===== config.mk =====
export PLATFORM = sky130hd
export DESIGN_NAME = dprs_top
export DESIGN_NICKNAME = d
export VERILOG_FILES = /design/src/dprs_pkg.sv /design/src/dprs_en_if.sv /design/src/dprs_sync.sv /design/src/dprs_top.sv
export SDC_FILE = /design/constraint.sdc
export NUM_CORES = 1
export LEC_CHECK = 0
export ABC_AREA = 0
export BUFFER_PORTS_ARGS = -buffer_cell sky130_fd_sc_hd__buf_2
export CAP_MARGIN = 10
export CORE_MARGIN = 3
export CORE_UTILIZATION = 40
export DETAILED_ROUTE_END_ITERATION = 10
export PLACE_DENSITY = 0.59
export REMOVE_ABC_BUFFERS = 1
export SYNTH_ARGS = -nofsm -noshare
export SYNTH_HDL_FRONTEND = slang
export SYNTH_SLANG_ARGS = --single-unit
export TNS_END_PERCENT = 1

===== constraint.sdc =====
create_clock -name sys_clk_i -period 2.5 [get_ports sys_clk_i]
set_input_delay 0.5 -clock sys_clk_i [delete_from_list [all_inputs] [get_ports sys_clk_i]]
set_output_delay 0.5 -clock sys_clk_i [all_outputs]
set_load 0.1 [all_outputs]

===== src/dprs_pkg.sv =====
// package of constants and types for the dual enable power and reset sequencer
package dprs_pkg;
  localparam int unsigned CLK_HZ           = 20_000_000;
  localparam int unsigned CLK_PERIOD_NS    = 50;
  localparam int unsigned POR_HOLD_MAX_MS  = 110;
  localparam int unsigned HOST_WAIT_MIN_MS = 150;
  localparam int unsigned OFF_TIME_MIN_MS  = 10;
  // longest time rounds down
  localparam int unsigned POR_HOLD_CYC     = (POR_HOLD_MAX_MS * (CLK_HZ / 1000));
  localparam int unsigned HOST_WAIT_CYC    = (HOST_WAIT_MIN_MS * (CLK_HZ / 1000));
  localparam int unsigned OFF_TIME_CYC     = (OFF_TIME_MIN_MS * (CLK_HZ / 1000));
  localparam int unsigned CNT_W            = 32;
  localparam logic        SYNC_RST_VAL     = 1'b0;

  typedef enum logic [1:0] {
    DPRS_OFF,
    DPRS_POR_HOLD,
    DPRS_RUN
  } dprs_state_e;
endpackage


===== src/dprs_en_if.sv =====
// interface carrying synchronised enable levels between sequencer modules
`timescale 1ns/1ps
interface dprs_en_if;
  logic wlan_en;
  logic radio_en;
  modport src (output wlan_en, output radio_en);
  modport dst (input wlan_en, input radio_en);
endinterface


===== src/dprs_sync.sv =====
// two flip-flop synchroniser for both power enable inputs
`timescale 1ns/1ps
module dprs_sync
  import dprs_pkg::*;
(
  input  wire logic   sys_clk_i,              // system clock
  input  wire logic   rst_i,                  // sync reset, active high
  input  wire logic   wlan_power_enable_in_i, // wlan enable pin
  input  wire logic   radio_power_enable_in_i,// radio enable pin
  dprs_en_if.src      en                      // synchronised levels
);
  logic [1:0] s1_q;
  logic [1:0] s1_d;
  logic [1:0] s2_q;
  logic [1:0] s2_d;

  always_comb begin
    s1_d = {radio_power_enable_in_i, wlan_power_enable_in_i};
    s2_d = s1_q;
  end

  always_ff @(posedge sys_clk_i) begin
    if (rst_i) begin
      s1_q <= {2{SYNC_RST_VAL}};
      s2_q <= {2{SYNC_RST_VAL}};
    end else begin
      s1_q <= s1_d;
      s2_q <= s2_d;
    end
  end

  assign en.wlan_en  = s2_q[0];
  assign en.radio_en = s2_q[1];
endmodule


===== src/dprs_top.sv =====
// dual enable power and reset sequencer top
`timescale 1ns/1ps
module dprs_top
  import dprs_pkg::*;
#(
  parameter int unsigned POR_CYCLES  = POR_HOLD_CYC,  // power-on hold length
  parameter int unsigned WAIT_CYCLES = HOST_WAIT_CYC, // host access ready delay
  parameter int unsigned OFF_CYCLES  = OFF_TIME_CYC   // regulator discharge time
) (
  input  wire logic sys_clk_i,               // system clock, 20 MHz
  input  wire logic rst_i,                   // sync reset, active high
  input  wire logic wlan_power_enable_in_i,  // wlan enable from host
  input  wire logic radio_power_enable_in_i, // radio enable from host
  input  wire logic supplies_good_i,         // core and io supply over threshold
  output logic      regulator_en_o,          // internal regulators on
  output logic      wlan_rst_o,              // wlan section in reset, high active
  output logic      radio_rst_o,             // radio section in reset, high active
  output logic      por_active_o,            // power-on reset hold running
  output logic      host_bus_ready_o,        // host bus access allowed
  output logic      discharge_busy_o         // off time not yet elapsed
);

  // refuse cycle counts the sequencer cannot serve
  if (POR_CYCLES < 1 || WAIT_CYCLES <= POR_CYCLES || OFF_CYCLES < 1) begin : g_bad_cycles
    $error("dprs_top: bad cycle parameters");
  end

  dprs_en_if en_if ();

  dprs_sync u_sync (
    .sys_clk_i               (sys_clk_i),
    .rst_i                   (rst_i),
    .wlan_power_enable_in_i  (wlan_power_enable_in_i),
    .radio_power_enable_in_i (radio_power_enable_in_i),
    .en                      (en_if.src)
  );

  function automatic logic [CNT_W-1:0] sat_inc(input logic [CNT_W-1:0] v,
                                               input int unsigned lim);
    sat_inc = (v >= CNT_W'(lim)) ? v : v + CNT_W'(1);
  endfunction

  ////////////////////////////////////////////////////////////////////////////
  // sequencer state
  dprs_state_e      st_q;
  dprs_state_e      st_d;
  logic [CNT_W-1:0] por_cnt_q;
  logic [CNT_W-1:0] por_cnt_d;
  logic [CNT_W-1:0] wait_cnt_q;
  logic [CNT_W-1:0] wait_cnt_d;
  logic [CNT_W-1:0] off_cnt_q;
  logic [CNT_W-1:0] off_cnt_d;
  logic             any_en;

  assign any_en = en_if.wlan_en | en_if.radio_en;

  always_comb begin
    st_d       = st_q;
    por_cnt_d  = por_cnt_q;
    wait_cnt_d = wait_cnt_q;
    off_cnt_d  = sat_inc(off_cnt_q, OFF_CYCLES);
    case (st_q)
      DPRS_OFF: begin
        por_cnt_d  = '0;
        wait_cnt_d = '0;
        if (any_en && supplies_good_i) begin
          st_d = DPRS_POR_HOLD;
        end
      end
      DPRS_POR_HOLD: begin
        por_cnt_d  = sat_inc(por_cnt_q, POR_CYCLES);
        wait_cnt_d = sat_inc(wait_cnt_q, WAIT_CYCLES);
        if (!any_en || !supplies_good_i) begin
          st_d = DPRS_OFF;
        end else if (por_cnt_q >= CNT_W'(POR_CYCLES - 1)) begin
          st_d = DPRS_RUN;
        end
      end
      DPRS_RUN: begin
        wait_cnt_d = sat_inc(wait_cnt_q, WAIT_CYCLES);
        if (!any_en || !supplies_good_i) begin
          st_d = DPRS_OFF;
        end
      end
      default: begin
        st_d = DPRS_OFF;
      end
    endcase
    if (any_en) begin
      off_cnt_d = '0;
    end
  end

  always_ff @(posedge sys_clk_i) begin
    if (rst_i) begin
      st_q       <= DPRS_OFF;
      por_cnt_q  <= '0;
      wait_cnt_q <= '0;
      off_cnt_q  <= '0;
    end else begin
      st_q       <= st_d;
      por_cnt_q  <= por_cnt_d;
      wait_cnt_q <= wait_cnt_d;
      off_cnt_q  <= off_cnt_d;
    end
  end

  ////////////////////////////////////////////////////////////////////////////
  // registered outputs
  logic reg_en_d;
  logic wlan_rst_d;
  logic radio_rst_d;
  logic por_d;
  logic ready_d;
  logic busy_d;

  always_comb begin
    reg_en_d    = any_en;
    por_d       = (st_d == DPRS_POR_HOLD);
    wlan_rst_d  = !(st_d == DPRS_RUN && en_if.wlan_en);
    radio_rst_d = !(st_d == DPRS_RUN && en_if.radio_en);
    ready_d     = (st_d != DPRS_OFF) && (wait_cnt_d >= CNT_W'(WAIT_CYCLES));
    busy_d      = !any_en && (off_cnt_d < CNT_W'(OFF_CYCLES));
  end

  always_ff @(posedge sys_clk_i) begin
    if (rst_i) begin
      regulator_en_o   <= 1'b0;
      wlan_rst_o       <= 1'b1;
      radio_rst_o      <= 1'b1;
      por_active_o     <= 1'b0;
      host_bus_ready_o <= 1'b0;
      discharge_busy_o <= 1'b0;
    end else begin
      regulator_en_o   <= reg_en_d;
      wlan_rst_o       <= wlan_rst_d;
      radio_rst_o      <= radio_rst_d;
      por_active_o     <= por_d;
      host_bus_ready_o <= ready_d;
      discharge_busy_o <= busy_d;
    end
  end

  ////////////////////////////////////////////////////////////////////////////
  // assertions
  // helper counts taken from the outputs alone, apart from the sequencer counters
  logic             up_now;
  logic [CNT_W-1:0] hold_len_q;
  logic [CNT_W-1:0] hold_len_d;
  logic [CNT_W-1:0] up_len_q;
  logic [CNT_W-1:0] up_len_d;

  assign up_now = por_active_o | ~wlan_rst_o | ~radio_rst_o;

  always_comb begin
    hold_len_d = '0;
    up_len_d   = '0;
    if (por_active_o) begin
      hold_len_d = sat_inc(hold_len_q, POR_CYCLES);
    end
    if (up_now) begin
      up_len_d = sat_inc(up_len_q, WAIT_CYCLES);
    end
  end

  always_ff @(posedge sys_clk_i) begin
    if (rst_i) begin
      hold_len_q <= '0;
      up_len_q   <= '0;
    end else begin
      hold_len_q <= hold_len_d;
      up_len_q   <= up_len_d;
    end
  end
endmodule


==> impl_metrics.env <==
export IMPL_drt_iter0_markers=242
export IMPL_synth_common_cells="dfxtp_1 (108), nor2_1 (82), nand2_1 (36), and2_1 (34), xor2_1 (32)"
export IMPL_overflow=0
export IMPL_diodes=0
export IMPL_multi_input_area_sq_um=2724
export IMPL_ir_drop_v=0.0003418
export IMPL_max_slew_margin_rel=0.6138
export IMPL_crit_type="flip-flop to flip-flop"
export IMPL_grt_max_degree=24
export IMPL_num_rows=39
export IMPL_dominantRegCellSynth="dfxtp_1"
export IMPL_netlist_area_sq_um=4928
export IMPL_yosys_area_top_type="dfxtp_1"
export IMPL_synth_edf_count=0
export IMPL_regToRegSetupSlack_ns=0.08
export IMPL_cts_buffers=9
export IMPL_yosysMostFrequentCell="dfxtp_1"
export IMPL_async_flop_share=0
export IMPL_cap_violations=0
export IMPL_grt_setup_unrepaired="true"
export IMPL_worstPathCellList="or4_4 -> o311a_4 -> a211oi_4 -> o211a_1 -> and2b_2 -> nand4_1 -> xor2_1 -> nor2_1"
export IMPL_slew_violations=0
export IMPL_period_minus_slack_ns=2.421
export IMPL_yosys_register_bits=108
export IMPL_min_path_type="input port to flip-flop"
export IMPL_min_period_over_period=0.9685
export IMPL_power_mw=3.158
export IMPL_critPathMaxFanout=4
export IMPL_avgSynthCellArea_sq_um=8.571
export IMPL_area_delta_synth_final_pct=15.31
export IMPL_dr_pass1_iters=4
export IMPL_cts_tree="yes"
export IMPL_fillCellCount=1122
export IMPL_hold_violations=0
export IMPL_cts_clk_slew_worst_paths_ns=0.07
export IMPL_wl_per_cell_um=13.41
export IMPL_hpwl_mm=6.942
export IMPL_drcViolationCount=0
export IMPL_dp_slack_ns=-0.03744
export IMPL_synth_cells=575
export IMPL_synth_top_cell_area_share=0.4387
export IMPL_fp_dieW_um=117
export IMPL_drt_wl_total_mm=10.04
export IMPL_setup_viol=0
export IMPL_clk_latency_ns=0.36
export IMPL_core_area_sq_um=11710
export IMPL_max_freq_mhz=413.0
export IMPL_viasPerCell=5.311
export IMPL_htreeDepth=3
export IMPL_max_stage_delay_ns=0.54
export IMPL_initial_core_util=0.4208
export IMPL_drtAntennaViolNets=0
export IMPL_final_net_count=616
export IMPL_yosysWarnings=0
export IMPL_grt_total_usage=0.1553
export IMPL_die_y_um=117
export IMPL_io_buffers=10
export IMPL_status="finished clean"
export IMPL_pwr_density_cell_nw_per_um2=555.6
export IMPL_end_kind="flip-flop"
export IMPL_clock_skew_ns=0.01195
export IMPL_clockRootBuffer="clkbuf_16"
export IMPL_crit_path_top_delay_cell="or4_4"
export IMPL_yosysUniqueCellTypes=57
export IMPL_ios=11
export IMPL_ys_seq_area_frac=0.4387
export IMPL_startpoint_type="flip-flop"
export IMPL_drive_gt1_frac=0.1485
export IMPL_synth_area_leaders="dfxtp_1 (44%), nor2_1 (6.2%), xor2_1 (5.7%)"
export IMPL_vias=3978
export IMPL_p_leak_nw=1.975
export IMPL_grt_pass1_vias=3701
export IMPL_setup_ws_ns=0.07886
export IMPL_grt_first_pass_wirelength_mm=17.02
export IMPL_worstPathRequired_ns=2.73
export IMPL_layout_core_utilization=0.4853
export IMPL_worst_slew_pin_slew_ns=0.5793
export IMPL_clk_path_buf_depth=2
export IMPL_antenna_found_initial=0
export IMPL_cts_num_sinks=108
export IMPL_worst_ep_arrival_time_ns=2.65
export IMPL_place_congestion=0.9462
export IMPL_die_area_sq_um=13690
export IMPL_seq_area_sq_um=2166
==> sequential cells by signal (all words and copies together) (netlist names) <==
| register | count |
|---|---|
| radio_rst_o | 1 |
| wait_cnt_q | 32 |
| discharge_busy_o | 1 |
| st_q | 2 |
| u_sync.s2_q | 2 |
| wlan_rst_o | 1 |
| host_bus_ready_o | 1 |
| por_active_o | 1 |
| u_sync.s1_q | 2 |
| regulator_en_o | 1 |
| off_cnt_q | 32 |
| por_cnt_q | 32 |
==> area by class of cell <==
| type | count | share of cell area |
|---|---|---|
| Clock buffer | 13 | 0.04227 |
| Clock inverter | 3 | 0.004183 |
| Inverter | 17 | 0.01123 |
| Multi-Input combinational cell | 424 | 0.4793 |
| Sequential cell | 108 | 0.3811 |
| Tap cell | 143 | 0.03148 |
| Timing Repair Buffer | 41 | 0.05042 |
==> path summary, 6_finish.rpt <==
path	startpoint	end	cells past startpoint
worst max-delay path	por_cnt_q[14]$_SDFFE_PP0P_	por_cnt_q[17]$_SDFFE_PP0P_	8
worst min-delay path	radio_power_enable_in_i	u_sync.s1_q[1]$_SDFF_PP0_	2
worst max register to register	por_cnt_q[14]$_SDFFE_PP0P_	por_cnt_q[17]$_SDFFE_PP0P_	8
worst min register to register	u_sync.s1_q[0]$_SDFF_PP0_	u_sync.s2_q[0]$_SDFF_PP0_	1
==> repair_timing <==
item | in CTS | in global routing
pin swaps | 0 | 10
resized for setup | 1 | 30
setup buffers | 0 | 3
endpoints found under the setup margin | 1 | 15
hold buffers | 0 | 0
==> where the power goes <==
group          leakage (nW)  total, mW  switching, mW  internal [mW]
sequential            0.873       1.74         0.0102           1.73
combinational         0.982      0.114         0.0837         0.0307
clock                 0.120       1.30          0.623          0.679
==> critical path: cells and delay by family (launching register included) <==
family	cells	cell delay [ns]
AOI/OAI and AO/OA	3	0.92
and+or+nand+nor	4	0.89
DFF	1	0.32
xor gates and xnor gates	1	0.18
==> kinds of logic after synthesis <==
group | share of synthesized area
buffers and inverters | 0.03554
flip-flops | 0.4387
AO/OA/AOI/OAI | 0.1120
XOR/XNOR | 0.08352
multiplexers | 0.004316
adder cells (fa/ha/maj) | 0.02539
AND/OR/NAND/NOR | 0.3006
==> metal layers <==
metal | GRT usage | part of all wire | vias to the layer above | wire [um]
met5 | 0 | 0 | - | 0
met4 | 0.05275 | 0.0091 | 0 | 91
li1 | - | - | 2054 | -
met1 | 0.2022 | 0.50 | 1875 | 5032
met2 | 0.2431 | 0.46 | 41 | 4576
met3 | 0.05090 | 0.034 | 8 | 344
==> layout by cell type, fill, tap and decap left out, types with 4 or more instances in the layout <==
cell | Yosys | layout
dfxtp_1 | 108 | 105
nor2_1 | 82 | 81
nand2_1 | 36 | 36
and2_1 | 34 | 34
xor2_1 | 32 | 32
buf_4 | 0 | 30
nand3_1 | 22 | 21
a21oi_1 | 24 | 21
inv_1 | 17 | 17
nand4_1 | 17 | 17
nor3_1 | 15 | 15
xnor2_1 | 15 | 14
o21ai_0 | 15 | 14
nor4_1 | 18 | 13
and3_1 | 12 | 12
or3_1 | 11 | 11
ha_1 | 10 | 10
buf_2 | 1 | 10
clkbuf_16 | 0 | 9
nor2b_1 | 8 | 8
and4_1 | 6 | 6
a31oi_1 | 7 | 6
nor4_2 | 0 | 5
o211ai_1 | 4 | 4
nand4b_1 | 4 | 4
clkbuf_1 | 21 | 4
==> stage by stage <==
stage	instance area [sq um]	hold WS, ns	setup TNS [ns]	std cells
after floorplan	4817	0.4120	0	549
after global placement	5256	0.4252	-0.01596	730
after detailed placement	5256	0.4324	-0.03744	730
after CTS	5527	0.3807	0	746
after global routing	5683	0.3901	-0.1668	749
final	5683	0.3804	0	749
No activity file was read; power rests on OpenSTA's default activity.
